===== src/hw/aclre_pkg.sv =====
// Package for the access-control matching rule evaluator: register map, field layout,
// reset values, timing counts and the packet header carrier.
// Assumes a 10 MHz core clock and an APB master with 32-bit data.
package aclre_pkg;

	localparam int CLK_PERIOD_NS = 100;
	localparam int MICROSECOND_NS = 1000;
	localparam int MILLISECOND_NS = 1000000;
	localparam int US_CYCLES = MICROSECOND_NS / CLK_PERIOD_NS;
	localparam int MS_CYCLES_DEFAULT = MILLISECOND_NS / CLK_PERIOD_NS;
	localparam int TICK_W = 14;

	localparam int NUM_PORTS = 6;
	localparam int NUM_RULES = 16;
	localparam int COUNT_W = 11;

	localparam logic [7:0] ADDR_CONFIG = 8'h00;
	localparam logic [7:0] ADDR_ACTION = 8'h04;
	localparam logic [7:0] ADDR_MAC_LOW = 8'h08;
	localparam logic [7:0] ADDR_MAC_HIGH = 8'h0C;
	localparam logic [7:0] ADDR_IPV4_VALUE = 8'h10;
	localparam logic [7:0] ADDR_IPV4_MASK = 8'h14;
	localparam logic [7:0] ADDR_PORTS = 8'h18;
	localparam logic [7:0] ADDR_PROTO_FLAGS = 8'h1C;
	localparam logic [7:0] ADDR_SELECT = 8'h20;
	localparam logic [7:0] ADDR_STATUS = 8'h24;
	localparam logic [7:0] ADDR_MASK = 8'h28;

	localparam logic [1:0] MODE_DISABLED = 2'h0;
	localparam logic [1:0] MODE_LAYER2 = 2'h1;
	localparam logic [1:0] MODE_LAYER3 = 2'h2;
	localparam logic [1:0] MODE_LAYER4 = 2'h3;

	localparam logic [1:0] SEL_00 = 2'h0;
	localparam logic [1:0] SEL_01 = 2'h1;
	localparam logic [1:0] SEL_10 = 2'h2;
	localparam logic [1:0] SEL_11 = 2'h3;

	localparam logic [1:0] PORT_CMP_OFF = 2'h0;
	localparam logic [1:0] PORT_CMP_EITHER = 2'h1;
	localparam logic [1:0] PORT_CMP_INSIDE = 2'h2;
	localparam logic [1:0] PORT_CMP_OUTSIDE = 2'h3;

	localparam logic [31:0] RESET_VALUE = 32'h0000_0000;

	typedef struct packed {
		logic [1:0] rule_layer_mode;
		logic [1:0] compare_select;
		logic       source_select;
		logic       match_polarity;
		logic [1:0] port_compare_mode;
		logic       tcp_flag_match_en;
	} aclre_config_type;

	typedef struct packed {
		logic [1:0] priority_mode;
		logic [2:0] priority_value;
		logic       remark_enable;
		logic [2:0] remark_priority;
		logic [1:0] map_mode;
		logic       time_unit_select;
		logic       counter_algorithm;
	} aclre_action_type;

	typedef struct packed {
		logic        valid;
		logic        is_ipv4;
		logic        is_tcp;
		logic        is_udp;
		logic [2:0]  ingress_port;
		logic [47:0] dst_mac;
		logic [47:0] src_mac;
		logic [15:0] ethertype;
		logic [31:0] ip_src;
		logic [31:0] ip_dst;
		logic [7:0]  ip_protocol;
		logic [15:0] src_port;
		logic [15:0] dst_port;
		logic [31:0] tcp_sequence;
		logic [7:0]  tcp_flags;
	} aclre_header_type;

endpackage : aclre_pkg


===== src/hw/aclre_rule_eval.sv =====
// Evaluates one access-control matching rule against each parsed packet header.
// Assumes the parser presents one header per valid cycle and peer rule results alongside.
//
// Functional notes
// - Mode 00 disables the rule; it never reports a match.
// - Mode 01 layer 2 or counter, 10 layer 3 IPv4, 11 layer 4.
// - Layer 2 select 01 MAC only, 10 EtherType only, 11 both.
// - Layer 2 select 00 is count mode, testing MAC and EtherType together.
// - Source select 0 compares destination address, 1 compares source address.
// - Polarity 0 makes inequality true, polarity 1 makes equality true.
// - Count value is the 11 bits of priority, remark and map fields.
// - Time unit bit 0 counts microseconds, 1 counts milliseconds.
// - Algorithm 0 loads and decrements per unit, interrupting on expiry.
// - Algorithm 1 counts matched packets, interrupts at terminal count, then resets.
// - Layer 3 select 01 masked single address, 10 both addresses unmasked.
// - Rule address meets selected address for 01, source address for 10.
// - Mask bit 0 compares, 1 ignores; for 10 mask holds destination address.
// - Layer 4 select 00 protocol, 01 TCP ports, 10 UDP ports, 11 sequence.
// - Max and min ports bound ports; concatenated they form the sequence value.
// - Port compare 00 off, 01 either bound, 10 inside, 11 outside range.
// - Protocol compare checks the IPv4 protocol byte against the rule's byte.
// - TCP flag matching happens only with the flag enable bit set.
// - Flag bits with mask 0 are compared, mask 1 bits are ignored.
// - Rules chosen by the select vector are ANDed before the entry fires.
// - Count events on ports 0 to 5 raise a per-port interrupt with status and mask bits.
// - A count-mode rule never reports a forwarding match.
`timescale 1ns/10ps
`default_nettype none

module aclre_rule_eval
	import aclre_pkg::*;
#(
	parameter int MS_CYCLES = MS_CYCLES_DEFAULT
) (
	input  wire logic                  pclk,
	input  wire logic                  presetn,
	input  wire logic                  psel,
	input  wire logic                  penable,
	input  wire logic                  pwrite,
	input  wire logic [7:0]            paddr,
	input  wire logic [31:0]           pwdata,
	output logic [31:0]                prdata,
	output logic                       pready,
	output logic                       pslverr,
	input  wire aclre_header_type      header,
	input  wire logic [NUM_RULES-1:0]  peer_match,
	output logic                       rule_match,
	output logic                       match_valid,
	output logic                       entry_hit,
	output logic [NUM_PORTS-1:0]       port_irq
);

	aclre_config_type        config_reg;
	aclre_action_type        action_reg;
	logic [47:0]             mac_value;
	logic [15:0]             ethertype_value;
	logic [31:0]             ipv4_compare_value;
	logic [31:0]             ipv4_compare_mask;
	logic [15:0]             min_port;
	logic [15:0]             max_port;
	logic [7:0]              ip_protocol_value;
	logic [7:0]              tcp_flag_mask;
	logic [7:0]              tcp_flag_value;
	logic [NUM_RULES-1:0]    rule_select_vector;
	logic [3:0]              own_index;
	logic [NUM_PORTS-1:0]    irq_status;
	logic [NUM_PORTS-1:0]    irq_mask;
	logic [COUNT_W-1:0]      counter;
	logic                    armed;
	logic [TICK_W-1:0]       tick_count;
	logic                    unit_tick;
	logic [2:0]              last_port;
	logic                    count_event;
	logic [2:0]              event_port;
	logic                    wr_en;
	logic                    rd_en;
	logic                    addr_ok;
	logic [COUNT_W-1:0]      count_value;
	logic                    count_mode;
	logic                    l2_mac_eq;
	logic                    l2_type_eq;
	logic                    compare_true;
	logic                    compare_valid;
	logic                    eval_result;
	logic                    qualifying;
	logic [15:0]             sel_port;
	logic                    port_ok;
	logic                    flag_ok;
	logic [TICK_W-1:0]       unit_cycles;
	logic [NUM_RULES-1:0]    all_results;
	logic [NUM_PORTS-1:0]    port_event;

	assign wr_en = psel && penable && pwrite;
	assign rd_en = psel && penable && !pwrite;
	assign pready = 1'b1;
	assign count_value = {action_reg.priority_mode, action_reg.priority_value,
		action_reg.remark_enable, action_reg.remark_priority, action_reg.map_mode};
	assign count_mode = (config_reg.rule_layer_mode == MODE_LAYER2) &&
		(config_reg.compare_select == SEL_00);

	always_comb begin
		case (paddr)
			ADDR_CONFIG, ADDR_ACTION, ADDR_MAC_LOW, ADDR_MAC_HIGH, ADDR_IPV4_VALUE,
			ADDR_IPV4_MASK, ADDR_PORTS, ADDR_PROTO_FLAGS, ADDR_SELECT, ADDR_STATUS,
			ADDR_MASK: addr_ok = 1'b1;
			default: addr_ok = 1'b0;
		endcase
	end

	assign pslverr = psel && penable && !addr_ok;

	// Configuration registers written by software.
	always_ff @(posedge pclk or negedge presetn) begin
		if (!presetn) begin
			config_reg <= '0;
			action_reg <= '0;
			mac_value <= '0;
			ethertype_value <= '0;
			ipv4_compare_value <= RESET_VALUE;
			ipv4_compare_mask <= RESET_VALUE;
			min_port <= '0;
			max_port <= '0;
			ip_protocol_value <= '0;
			tcp_flag_mask <= '0;
			tcp_flag_value <= '0;
			rule_select_vector <= '0;
			own_index <= '0;
			irq_mask <= '0;
		end else if (wr_en) begin
			case (paddr)
				ADDR_CONFIG: config_reg <= pwdata[8:0];
				ADDR_ACTION: action_reg <= pwdata[12:0];
				ADDR_MAC_LOW: mac_value[31:0] <= pwdata;
				ADDR_MAC_HIGH: begin
					mac_value[47:32] <= pwdata[15:0];
					ethertype_value <= pwdata[31:16];
				end
				ADDR_IPV4_VALUE: ipv4_compare_value <= pwdata;
				ADDR_IPV4_MASK: ipv4_compare_mask <= pwdata;
				ADDR_PORTS: begin
					min_port <= pwdata[15:0];
					max_port <= pwdata[31:16];
				end
				ADDR_PROTO_FLAGS: begin
					ip_protocol_value <= pwdata[7:0];
					tcp_flag_mask <= pwdata[15:8];
					tcp_flag_value <= pwdata[23:16];
				end
				ADDR_SELECT: begin
					rule_select_vector <= pwdata[15:0];
					own_index <= pwdata[19:16];
				end
				ADDR_MASK: irq_mask <= pwdata[NUM_PORTS-1:0];
				default: ;
			endcase
		end
	end

	// Read data for the access phase.
	always_comb begin
		prdata = '0;
		if (rd_en) begin
			case (paddr)
				ADDR_CONFIG: prdata = {23'h000000, config_reg};
				ADDR_ACTION: prdata = {19'h00000, action_reg};
				ADDR_MAC_LOW: prdata = mac_value[31:0];
				ADDR_MAC_HIGH: prdata = {ethertype_value, mac_value[47:32]};
				ADDR_IPV4_VALUE: prdata = ipv4_compare_value;
				ADDR_IPV4_MASK: prdata = ipv4_compare_mask;
				ADDR_PORTS: prdata = {max_port, min_port};
				ADDR_PROTO_FLAGS: prdata = {8'h00, tcp_flag_value, tcp_flag_mask,
					ip_protocol_value};
				ADDR_SELECT: prdata = {12'h000, own_index, rule_select_vector};
				ADDR_STATUS: prdata = {12'h000, armed, counter, 2'h0, irq_status};
				ADDR_MASK: prdata = {26'h0000000, irq_mask};
				default: prdata = '0;
			endcase
		end
	end

	// Header comparisons.
	assign l2_mac_eq = (config_reg.source_select ? header.src_mac : header.dst_mac)
		== mac_value;
	assign l2_type_eq = header.ethertype == ethertype_value;
	assign sel_port = config_reg.source_select ? header.src_port : header.dst_port;

	always_comb begin
		case (config_reg.port_compare_mode)
			PORT_CMP_OFF: port_ok = 1'b1;
			PORT_CMP_EITHER: port_ok = (sel_port == max_port) || (sel_port == min_port);
			PORT_CMP_INSIDE: port_ok = (sel_port >= min_port) && (sel_port <= max_port);
			PORT_CMP_OUTSIDE: port_ok = (sel_port < min_port) || (sel_port > max_port);
			default: port_ok = 1'b0;
		endcase
	end

	assign flag_ok = !config_reg.tcp_flag_match_en ||
		(((header.tcp_flags ^ tcp_flag_value) & ~tcp_flag_mask) == 8'h00);

	always_comb begin
		compare_true = 1'b0;
		compare_valid = 1'b1;
		case (config_reg.rule_layer_mode)
			MODE_DISABLED: compare_valid = 1'b0;
			MODE_LAYER2: begin
				case (config_reg.compare_select)
					SEL_01: compare_true = l2_mac_eq;
					SEL_10: compare_true = l2_type_eq;
					default: compare_true = l2_mac_eq && l2_type_eq;
				endcase
			end
			MODE_LAYER3: begin
				compare_valid = header.is_ipv4;
				case (config_reg.compare_select)
					SEL_01: compare_true = (((config_reg.source_select ? header.ip_src :
						header.ip_dst) ^ ipv4_compare_value) & ~ipv4_compare_mask)
						== 32'h00000000;
					SEL_10: compare_true = (header.ip_src == ipv4_compare_value) &&
						(header.ip_dst == ipv4_compare_mask);
					default: compare_valid = 1'b0;
				endcase
			end
			MODE_LAYER4: begin
				compare_valid = header.is_ipv4;
				case (config_reg.compare_select)
					SEL_00: compare_true = header.ip_protocol == ip_protocol_value;
					SEL_01: compare_true = header.is_tcp && port_ok && flag_ok;
					SEL_10: compare_true = header.is_udp && port_ok;
					default: compare_true = header.is_tcp && flag_ok &&
						(header.tcp_sequence == {max_port, min_port});
				endcase
			end
			default: compare_valid = 1'b0;
		endcase
	end

	assign eval_result = compare_valid &&
		(config_reg.match_polarity ? compare_true : !compare_true);
	assign qualifying = header.valid && count_mode && eval_result;

	// Match result and entry combination toward the action logic.
	always_comb begin
		all_results = peer_match;
		all_results[own_index] = eval_result && !count_mode;
	end

	always_ff @(posedge pclk or negedge presetn) begin
		if (!presetn) begin
			rule_match <= 1'b0;
			match_valid <= 1'b0;
			entry_hit <= 1'b0;
		end else begin
			match_valid <= header.valid;
			rule_match <= header.valid && eval_result && !count_mode;
			entry_hit <= header.valid && (rule_select_vector != 16'h0000) &&
				((all_results | ~rule_select_vector) == 16'hFFFF);
		end
	end

	// Time base for the countdown.
	assign unit_cycles = action_reg.time_unit_select ? TICK_W'(MS_CYCLES) :
		TICK_W'(US_CYCLES);

	always_ff @(posedge pclk or negedge presetn) begin
		if (!presetn) begin
			tick_count <= '0;
			unit_tick <= 1'b0;
		end else if (qualifying || !armed) begin
			tick_count <= '0;
			unit_tick <= 1'b0;
		end else if (tick_count == unit_cycles - TICK_W'(1)) begin
			tick_count <= '0;
			unit_tick <= 1'b1;
		end else begin
			tick_count <= tick_count + TICK_W'(1);
			unit_tick <= 1'b0;
		end
	end

	// Watchdog countdown or packet event counter.
	always_ff @(posedge pclk or negedge presetn) begin
		if (!presetn) begin
			counter <= '0;
			armed <= 1'b0;
			count_event <= 1'b0;
			event_port <= '0;
			last_port <= '0;
		end else begin
			count_event <= 1'b0;
			if (!count_mode) begin
				counter <= '0;
				armed <= 1'b0;
			end else if (!action_reg.counter_algorithm) begin
				if (qualifying) begin
					counter <= count_value;
					armed <= 1'b1;
					last_port <= header.ingress_port;
				end else if (armed && unit_tick) begin
					if (counter <= COUNT_W'(1)) begin
						counter <= '0;
						armed <= 1'b0;
						count_event <= 1'b1;
						event_port <= last_port;
					end else begin
						counter <= counter - COUNT_W'(1);
					end
				end
			end else begin
				armed <= 1'b0;
				if (qualifying) begin
					if (counter + COUNT_W'(1) >= count_value) begin
						counter <= '0;
						count_event <= 1'b1;
						event_port <= header.ingress_port;
					end else begin
						counter <= counter + COUNT_W'(1);
					end
				end
			end
		end
	end

	// Per-port sticky status, write one to clear, set wins over clear.
	always_comb begin
		port_event = '0;
		if (count_event && (event_port < 3'(NUM_PORTS))) begin
			port_event[event_port] = 1'b1;
		end
	end

	always_ff @(posedge pclk or negedge presetn) begin
		if (!presetn) begin
			irq_status <= '0;
		end else if (wr_en && (paddr == ADDR_STATUS)) begin
			irq_status <= (irq_status & ~pwdata[NUM_PORTS-1:0]) | port_event;
		end else begin
			irq_status <= irq_status | port_event;
		end
	end

	assign port_irq = irq_status & irq_mask;

endmodule : aclre_rule_eval

`default_nettype wire


===== config.mk =====
export PLATFORM = sky130hd
export DESIGN_NAME = aclre_rule_eval
export DESIGN_NICKNAME = d
export VERILOG_FILES = /design/src/hw/aclre_pkg.sv /design/src/hw/aclre_rule_eval.sv
export SDC_FILE = /design/constraint.sdc
export NUM_CORES = 1
export LEC_CHECK = 0
export ABC_CLOCK_PERIOD_IN_PS = 4500
export BUFFER_PORTS_ARGS = -buffer_cell sky130_fd_sc_hd__buf_2
export CAP_MARGIN = 20
export CORE_ASPECT_RATIO = 2
export CORE_UTILIZATION = 40
export CTS_CLUSTER_SIZE = 25
export DETAILED_ROUTE_END_ITERATION = 7
export PLACE_DENSITY = 0.72
export SLEW_MARGIN = 20
export SYNTH_ARGS = -nofsm -noshare
export SYNTH_HDL_FRONTEND = slang
export SYNTH_SLANG_ARGS = --single-unit

===== constraint.sdc =====
create_clock -name pclk -period 4.5 [get_ports pclk]
set_input_delay 1.35 -clock pclk [delete_from_list [all_inputs] [get_ports pclk]]
set_output_delay 1.35 -clock pclk [all_outputs]
set_load 0.05 [all_outputs]

==> results of run 1 <==
[synth_stat cells (all sizes together) (6+ instances only)]
| library cell | count | area, um^2 |
|---|---|---|
| a22oi | 28 | 210 |
| buf | 33 | 194 |
| and3 | 10 | 62.6 |
| and2 | 10 | 65.1 |
| nand2b | 10 | 62.6 |
| o221ai | 6 | 52.6 |
| o21ai | 47 | 235 |
| a21oi | 50 | 250 |
| mux2 | 253 | 2850 |
| a21o | 7 | 52.6 |
| nand3 | 20 | 100 |
| nor2 | 69 | 259 |
| nor3 | 13 | 65.1 |
| or4 | 7 | 52.6 |
| mux2i | 91 | 911 |
| a22o | 30 | 263 |
| a222oi | 44 | 440 |
| xor2 | 69 | 604 |
| clkbuf | 55 | 206 |
| dfrtp | 275 | 6880 |
| nor4 | 40 | 250 |
| nor2b | 11 | 68.8 |
| a221oi | 25 | 219 |
| xnor2 | 153 | 1340 |
| nand4 | 35 | 219 |
| a31oi | 26 | 169 |
| inv | 72 | 270 |
| ha | 51 | 638 |
| nand2 | 65 | 244 |
| nor3b | 7 | 52.6 |
| o22ai | 25 | 156 |
[metrics by stage]
step | setup WS (ns) | setup TNS, ns | hold slack [ns] | power (uW)
floorplan | -0.266 | -1.24 | 0.450 | 2870
global placement | -0.415 | -11.58 | 0.468 | 3290
detailed placement | -0.502 | -13.92 | 0.486 | 3300
CTS | -0.00142 | -0.00142 | 0.495 | 5620
global route | -0.208 | -1.25 | 0.526 | 5780
finish | -0.220 | -0.688 | 0.497 | 5630
[critical path, stage by stage]
cell	delay, ns
buf_6	0.10
buf_6	0.11
nand3b_1	0.18
nor2_2	0.09
buf_12	0.14
a222oi_1	0.86
a31oi_4	0.29
buf_12	0.24
[what timing repair did]
action                                  4_1_cts  5_1_grt
setup buffers                                 4       10
resized for setup                            33       52
cloned                                        0        2
endpoints found under the hold margin         0        0
endpoints found under the setup margin       42       61
pin swaps                                    11       29
[worst max-delay path by stage]
stage                          start  depth (start not counted)  slack [ns]                   endpoint
after floorplan             paddr[1]                          6       -0.27                 prdata[20]
after global placement    header[48]                         15       -0.41  event_port[1]$_DFFE_PN0P_
after CTS                   paddr[5]                         10      -0.001                  prdata[9]
after global routing        paddr[3]                          8       -0.21                 prdata[14]
final                       paddr[3]                          8       -0.22                 prdata[14]
after detailed placement  header[71]                         16       -0.50  event_port[2]$_DFFE_PN0P_
[where the power goes]
group | leakage [uW] | switching (uW) | internal [uW]
registers | 0.00380 | 70.2 | 2510
clock network | 0.000432 | 1040 | 1300
logic | 0.00604 | 405 | 306
total | 0.0103 | 1520 | 4110
[final cells by class]
cell class | count | area, um^2
fill | 3913 | 20900
multi-input combinational | 1250 | 10900
sequential | 275 | 6890
timing repair buffer | 500 | 3460
clock buffer | 38 | 767
tap | 555 | 694
inverter | 72 | 270
clock inverter | 10 | 110
antenna | 2 | 5.00
[layer usage]
layer  vias to the layer above  GRT usage  part of all wire  wire length [um]
li1                       7170          -                 -                 -
met1                      8296      0.372              0.31             26600
met2                       986      0.637              0.50             42300
met3                       362     0.0688             0.074              6340
met4                         0      0.356              0.12              9940
met5                         -          0                 0                 0
[kinds of logic (layout without fill, tap and decap cells)]
group                    Yosys count  after routing  synth area share
AO/OA/AOI/OAI                    319            319             0.131
XOR/XNOR                         222            222             0.109
adder cells (fa/ha/maj)           51             51            0.0357
buffers and inverters            160            620            0.0376
flip-flops                       275            275             0.386
multiplexers                     344            344             0.211
other                              1              3          0.000210
AND/OR/NAND/NOR                  313            313            0.0906
==> flow_metrics.py, run 1 <==
metrics = {
    "placed_design": {
        "routabilityCongestion": 1.05,
        "dpl-instance-area_um2": 21800,
        "dp_hpwl_mm": 66.4,
        "port-buffer-count": 365,
        "dp.cells": 2640,
    },
    "detailed_routing": {
        "first_iter_violations": 1531,
        "viasPerCell": 6.22,
        "ant_nets": 0,
        "post-route-drc-count": 2,
        "num_vias": 16800,
        "wl_mm": 85.2,
        "wl_per_cell_um": 31.5,
        "first_pass_iters": 8,
    },
    "sta": {
        "drv_slew": 0,
        "fin_ws_ns": -0.220,
        "finalCriticalPeriod_ns": 4.72,
        "max_freq_ghz": 0.212,
        "clock-skew-final_ns": 0.0404,
        "relSlewSlack": 0.344,
        "rsz0062_at_grt": "yes",
        "worst_pin_slew_ns": 0.984,
        "setup_viol": 13,
        "period_share": 1.05,
        "hold_viol": 0,
    },
    "critical_path": {
        "r2r-end": "counter[2]$_DFFE_PN0P_",
        "critPathCaptureType": "output port",
        "r2r-start": "config_reg[4]$_DFFE_PN0P_",
        "r2r_cells": 16,
        "crit_fanout": 6,
        "critPathKind": "input port to output port",
        "start_kind": "input port",
        "r2r_slack_ns": 0.15,
        "cp.arrival_ns": 3.37,
        "critPathRequiredTime_ns": 3.15,
    },
    "final_layout": {
        "final_common_cell": "buf_2",
        "fin_area_um2": 23100,
        "fin_cells": 2702,
        "largest-register": "mac_value",
        "fin_nets": 2501,
        "layout.cells.most_common_list": "buf_2 (334), dfrtp_1 (274), mux2_2 (249)",
        "drive_gt1_frac": 0.411,
        "largest_reg_flops": 48,
        "areaGrowthSynthToFinish_pct": 29.6,
        "reg.largest.list": "mac_value x48, ipv4_compare_mask x32, ipv4_compare_value x32",
        "fin_util": 0.525,
    },
    "synth": {
        "synth_cell_types": 67,
        "avgSynthCellArea_um2": 10.6,
        "yosys_most_used_dff": "dfrtp_1",
        "syn_inst": 1685,
        "synth_edf_count": 0,
        "synthesis.area_um2": 17900,
        "synthArstFlopShare": 1.00,
        "syn_nets": 2060,
        "yosysWarnings": 0,
        "ys_seq_area_frac": 0.386,
        "synth.ff_latch_count": 275,
    },
    "floorplanning": {
        "initial_core_util": 0.405,
        "die_y_um": 301,
        "die_width_um": 151,
        "die_area_um2": 45500,
        "pin_count": 367,
        "placeableCoreArea_um2": 44100,
        "num_rows": 109,
    },
    "cts": {
        "cts_root_buf": "clkbuf_16",
        "htreeDepth": 1,
        "cts_buffer_depth": 3,
        "cts_tree": "built",
        "cts.hold.buffers_added": 0,
        "cts-buffers-inserted": 27,
        "cts.sinks": 275,
        "cts.clk_slew.worst_paths_ns": 0.07,
        "clock_latency_ns": 0.59,
    },
    "run_status": {
        "status": "complete, but fails checks",
        "violations": "design-rule violations, negative setup slack",
    },
    "global_routing": {
        "grt_overflow": 0,
        "antenna_found_initial": 3,
        "grt_max_degree": 105,
        "track_usage": 0.373,
        "grt_first_pass_wirelength_mm": 118,
        "grt_pass1_vias": 17100,
    },
    "hold_path": {
        "hold_class": "flop to flop",
        "hold-path-cell-count": 1,
        "min_to": "irq_status[1]$_DFF_PN0_",
        "hold_start": "event_port[2]$_DFFE_PN0P_",
    },
    "pwr": {
        "peakVddDrop_mv": 0.271,
        "power.density_nw_per_um2": 244,
        "p_leak_uw": 0.0103,
    },
    "job": {
        "maxCapViolations": 0,
    },
}
(Power assumes the default switching activity.)
==> inputs of run 2 (changes only) <==
ABC_AREA = 1   (was unset)
ABC_CLOCK_PERIOD_IN_PS = 5610   (was 4500)
PLACE_DENSITY = 0.69   (was 0.72)
clock period = 5.61 ns   (was 4.5 ns; I/O delays follow)
==> flow_metrics.py, run 2 <==
metrics = {
    "sta": {
        "setup_viol": 0,
        "period_share": 0.990,
        "finalCriticalPeriod_ns": 5.55,
        "rsz0062_at_grt": "no",
        "worst_pin_slew_ns": 1.02,
        "clock-skew-final_ns": 0.0234,
        "fin_ws_ns": 0.0562,
        "drv_slew": 0,
        "setup_tns_ns": 0,
        "max_freq_ghz": 0.180,
        "hold_viol": 0,
        "relSlewSlack": 0.315,
    },
    "placed_design": {
        "place_ws_ns": 0.0927,
        "dp.cells": 3688,
        "dp_hpwl_mm": 75.2,
        "routabilityCongestion": 1.04,
        "port-buffer-count": 365,
    },
    "global_routing": {
        "grt_pass1_vias": 19800,
        "track_usage": 0.391,
        "grt_overflow": 0,
        "antenna_found_initial": 3,
        "grt_max_degree": 100,
        "grt_first_pass_wirelength_mm": 132,
    },
    "cts": {
        "cts.clk_slew.worst_paths_ns": 0.07,
        "cts_tree": "built",
        "cts-buffers-inserted": 27,
        "cts.sinks": 275,
        "htreeDepth": 1,
        "cts.hold.buffers_added": 0,
        "cts_buffer_depth": 3,
        "cts_root_buf": "clkbuf_16",
        "clock_latency_ns": 0.59,
        "postCtsSetupRepairBufs": 0,
    },
    "critical_path": {
        "critPathCaptureType": "output port",
        "critPathRequiredTime_ns": 3.93,
        "r2r-start": "config_reg[4]$_DFFE_PN0P_",
        "critPathKind": "input port to output port",
        "crit_start": "paddr[7]",
        "cp.arrival_ns": 3.87,
        "start_kind": "input port",
        "r2r_cells": 24,
        "r2r_slack_ns": 1.10,
        "crit_fanout": 28,
    },
    "final_layout": {
        "fin_cells": 3740,
        "fin_util": 0.486,
        "largest-register": "mac_value",
        "layout.cells.most_common_list": "nand2_1 (876), buf_2 (356), inv_1 (341)",
        "fin_nets": 3471,
        "final_common_cell": "nand2_1",
        "largest_reg_flops": 48,
        "drive_gt1_frac": 0.159,
        "areaGrowthSynthToFinish_pct": 19.4,
        "reg.largest.list": "mac_value x48, ipv4_compare_mask x32, ipv4_compare_value x32",
    },
    "detailed_routing": {
        "viasPerCell": 5.50,
        "num_vias": 20600,
        "ant_nets": 0,
        "wl_mm": 93.9,
        "first_iter_violations": 1608,
        "post-route-drc-count": 0,
        "wl_per_cell_um": 25.1,
        "first_pass_iters": 6,
    },
    "floorplanning": {
        "die_width_um": 155,
        "num_rows": 111,
        "die_y_um": 308,
        "pin_count": 367,
        "initial_core_util": 0.407,
        "die_area_um2": 47800,
        "placeableCoreArea_um2": 46100,
    },
    "synth": {
        "synthesis.area_um2": 18800,
        "synth.area.top_cells": "dfrtp_1 (37%), nand2_1 (18%), o21ai_0 (8.7%)",
        "synth.most_common_cell": "nand2_1",
        "syn_nets": 3129,
        "yosysWarnings": 0,
        "synth_cell_types": 51,
        "ys_seq_area_frac": 0.367,
        "synthArstFlopShare": 1.00,
        "synth_compound_area_frac": 0.166,
        "synth_edf_count": 0,
        "syn_inst": 2754,
        "synthSimpleGateAreaFrac": 0.281,
        "synthMuxAreaShare": 0.000533,
        "synth_top_family_by_area": "simple AND/OR/NAND/NOR gates",
        "synth-xor-area-share": 0.0569,
        "yosys-top-cells-count": "nand2_1 (878), inv_1 (341), o21ai_0 (327), dfrtp_1 (275), nor2_1 (202)",
        "yosys.area.top_type": "dfrtp_1",
        "avgSynthCellArea_um2": 6.82,
        "synth_top_area_share": 0.367,
        "synthAdderAreaFrac": 0.0340,
        "synth.ff_latch_count": 275,
        "yosys_most_used_dff": "dfrtp_1",
    },
    "hold_path": {
        "hold-path-cell-count": 2,
        "hold_class": "flop to flop",
        "hold_start": "rule_select_vector[5]$_DFFE_PN0P_",
    },
    "pwr": {
        "power.density_nw_per_um2": 204,
        "peakVddDrop_mv": 0.289,
        "p_leak_uw": 0.0107,
    },
    "job": {
        "maxCapViolations": 0,
    },
    "run_status": {
        "status": "finished clean",
    },
}
[run 2: cell types whose count changed in the layout (fill, tap and decap cells not counted), sizes merged, moves of 27 or more]
cell    change
nand2     +818
o21ai     +288
inv       +277
mux2      -253
nor2      +134
nand3     +102
mux2i      -90
xnor2      -83
buf        -81
a222oi     -44
o22ai      +34
a22o       -30
a22oi      -28
nor4       -27
[run 2: worst max-delay path, stage by stage]
cell,delay (ns)
buf_2,0.09
nor2_1,0.18
nand2_1,0.09
nor2_1,0.13
inv_1,0.11
nor2_1,0.30
nor3_1,0.12
nand3_1,0.12
nand2_1,0.10
buf_12,0.19
a41oi_1,0.38
buf_2,0.35
[run 2: routing by layer]
metal / global-route usage / share of wire / up-vias
met5: 0 / 0.00028 / -
met4: 0.429 / 0.13 / 4
met3: 0.0641 / 0.060 / 365
met2: 0.678 / 0.48 / 944
met1: 0.372 / 0.32 / 9635
li1: - / - / 9611
[run 2: power breakdown]
part	leakage (uW)	internal (uW)	switching (uW)
clock network	0.000442	1050	899
registers	0.00378	2010	40.3
logic	0.00646	199	372
[run 2: area by class of cell]
type	count	area, um^2
flip-flops and latches	275	6890
repair buffers	415	2370
clock inverters	20	215
diodes	2	5.00
well taps	621	777
fillers	4950	23700
multi-input cells	2027	10100
clock buffers	30	697
inverters	350	1320
[run 2: timing repair]
item,in CTS,in global routing
setup endpoints to repair,0,13
endpoints found under the hold margin,0,0
gates resized for setup,0,9
[run 2: worst paths after layout]
kind | to
max | prdata[15]
max in group asynchronous | ipv4_compare_value[15]$_DFFE_PN0P_
min reg2reg | rule_select_vector[5]$_DFFE_PN0P_
min | rule_select_vector[5]$_DFFE_PN0P_
min in group asynchronous | mac_value[10]$_DFFE_PN0P_
max reg2reg | event_port[2]$_DFFE_PN0P_
[run 2: logic make-up after synthesis]
group | count (synthesis)
DFF | 275
adders and majority gates | 51
AOI/OAI and AO/OA | 555
xor gates and xnor gates | 122
buffers and inverters | 452
other | 1
and+or+nand+nor | 1297
muxes | 1
[run 2: per-stage QoR]
stage	cell area, um^2	total power [uW]	hold slack, ns
global route	22400	4700	0.498
floorplan	18800	2310	0.453
finish	22400	4570	0.485
global placement	21500	2640	0.465
CTS	22400	4580	0.489
detailed placement	21500	2650	0.473
==> inputs of run 3 (changes only) <==
CORE_MARGIN = 10   (was unset)
==> flow_metrics.py, run 3 (same netlist as run 2, synthesis figures left out) <==
metrics = {
    "critical_path": {
        "critPathCaptureType": "output port",
        "cpMaxStageDelayCell": "clkbuf_4",
        "critPathKind": "input port to output port",
        "critPathBufInv": 6,
        "critPathRequiredTime_ns": 3.93,
        "crit_fanout": 28,
        "crit_family": "buffers and inverters",
        "cp.arrival_ns": 3.80,
        "crit_chain": "buf_2, nor2_1, inv_1, nor3_1, inv_1, nor2_1, buf_4, nor4_1, nand3_1, nand2_1, buf_12, a21oi_1, clkbuf_4",
        "start_kind": "input port",
        "critPathMaxStageDelay_ns": 0.31,
    },
    "final_layout": {
        "largest_reg_flops": 48,
        "drive_gt1_frac": 0.158,
        "fin_nets": 3473,
        "multi_input_area_um2": 10200,
        "areaGrowthSynthToFinish_pct": 19.8,
        "final_common_cell": "nand2_1",
        "register_area_um2": 6890,
        "layout.cells.most_common_list": "nand2_1 (873), buf_2 (354), inv_1 (341)",
        "fin_util": 0.483,
        "reg.largest.list": "mac_value x48, ipv4_compare_mask x32, ipv4_compare_value x32",
        "largest-register": "mac_value",
        "nFillCells": 4984,
    },
    "cts": {
        "cts_root_buf": "clkbuf_16",
        "cts.hold.buffers_added": 0,
        "cts.sinks": 275,
        "cts.clk_slew.worst_paths_ns": 0.07,
        "cts_tree": "built",
        "clock_latency_ns": 0.58,
        "cts-buffers-inserted": 27,
        "cts-resized-gates": 0,
        "cts_buffer_depth": 3,
        "postCtsSetupRepairBufs": 0,
        "htreeDepth": 1,
    },
    "detailed_routing": {
        "wl_mm": 94.0,
        "num_vias": 20400,
        "ant_nets": 0,
        "wl_per_cell_um": 25.1,
        "post-route-drc-count": 0,
        "first_iter_violations": 1977,
        "first_pass_iters": 8,
        "viasPerCell": 5.43,
    },
    "floorplanning": {
        "placeableCoreArea_um2": 46500,
        "die_y_um": 326,
        "die_width_um": 173,
        "num_rows": 112,
        "initial_core_util": 0.403,
        "die_area_um2": 56500,
        "pin_count": 367,
    },
    "pwr": {
        "p_total_uw": 4550,
        "clkPwrFrac": 0.427,
        "p_int_uw": 3300,
        "power.density_nw_per_um2": 202,
        "switching_share": 0.276,
        "p_leak_uw": 0.0107,
        "p_switching_uw": 1250,
        "pwr-share-seq": 0.450,
        "peakVddDrop_mv": 0.189,
        "combPwrFrac": 0.123,
    },
    "sta": {
        "finalCriticalPeriod_ns": 5.48,
        "setup_viol": 0,
        "clock-skew-final_ns": 0.0273,
        "rsz0062_at_grt": "no",
        "max_freq_ghz": 0.183,
        "period_share": 0.977,
        "relSlewSlack": 0.372,
        "hold_viol": 0,
        "setup_tns_ns": 0,
        "drv_slew": 0,
        "worst_pin_slew_ns": 0.939,
    },
    "job": {
        "maxCapViolations": 0,
    },
    "global_routing": {
        "track_usage": 0.322,
        "antenna_found_initial": 7,
        "grt_overflow": 0,
        "grt_max_degree": 106,
        "grt_pass1_vias": 20200,
        "grt_first_pass_wirelength_mm": 134,
    },
    "run_status": {
        "status": "finished clean",
    },
    "placed_design": {
        "routabilityCongestion": 1.02,
        "port-buffer-count": 365,
        "dp_hpwl_mm": 76.3,
    },
    "hold_path": {
        "hold_class": "flop to flop",
    },
}
-- run 3: power groups by stage --
| stage | logic, uW | registers [uW] | clock network, uW |
|---|---|---|---|
| 3_5_place_dp | 550 | 2080 | 0 |
| 2_1_floorplan | 245 | 2070 | 0 |
| 5_1_grt | 613 | 2050 | 2030 |
| 6_report | 558 | 2050 | 1950 |
| 4_1_cts | 552 | 2050 | 1960 |
| 3_3_place_gp | 546 | 2080 | 0 |
-- run 3: final timing paths --
kind	from	to	slack (ns)	depth (start not counted)
max in group asynchronous	presetn	mac_value[35]$_DFFE_PN0P_	3.27	2
worst max-delay path	paddr[1]	prdata[19]	0.13	13
worst min register to register	rule_select_vector[11]$_DFFE_PN0P_	rule_select_vector[11]$_DFFE_PN0P_	0.49	2
worst max register to register	config_reg[4]$_DFFE_PN0P_	event_port[0]$_DFFE_PN0P_	1.10	23
min in group asynchronous	presetn	match_valid$_DFF_PN0_	1.07	1
worst min-delay path	rule_select_vector[11]$_DFFE_PN0P_	rule_select_vector[11]$_DFFE_PN0P_	0.49	2
-- run 3: stage by stage --
stage / cells / hold WS, ns / setup slack [ns] / area [um^2]
after floorplan: 2754 / 0.453 / 0.00147 / 18800
after global placement: 3695 / 0.466 / 0.0645 / 21500
after detailed placement: 3695 / 0.473 / 0.0937 / 21500
after CTS: 3743 / 0.489 / 0.0735 / 22400
after global routing: 3751 / 0.512 / 0.00117 / 22500
final: 3751 / 0.488 / 0.131 / 22500
-- run 3: worst reg2reg max path: stages (launching register included) --
cell,delay [ns]
dfrtp_4,0.64
inv_4,0.53
buf_4,0.36
nand2_1,0.12
nand2_1,0.07
nand2_1,0.05
nand3_1,0.07
nand2_1,0.07
nor2_1,0.16
nand2_1,0.09
nor2_1,0.13
nand3_1,0.09
nand2_1,0.30
nand3_1,0.19
nand3_2,0.12
nand2_2,0.06
nand2_4,0.20
nand3_2,0.21
inv_2,0.16
nand2_4,0.16
o21ai_2,0.35
nand2_2,0.13
nand2_1,0.08
nand2_1,0.05
-- run 3: area by class of cell --
class | count | share of cell area
antenna | 7 | 0.000779
clock buffer | 38 | 0.0341
multi-input combinational | 2027 | 0.452
timing repair buffer | 417 | 0.107
tap | 627 | 0.0349
clock inverter | 10 | 0.00585
sequential | 275 | 0.306
inverter | 350 | 0.0587
-- run 3: metal layers --
| layer | up-vias | GRT usage | wire length (um) | part of all wire |
|---|---|---|---|---|
| met2 | 921 | 0.571 | 47600 | 0.51 |
| met1 | 9524 | 0.313 | 31300 | 0.33 |
| met3 | 307 | 0.0453 | 4940 | 0.053 |
| met4 | 0 | 0.312 | 10300 | 0.11 |
| li1 | 9629 | - | - | - |
| met5 | - | 0 | 0 | 0 |
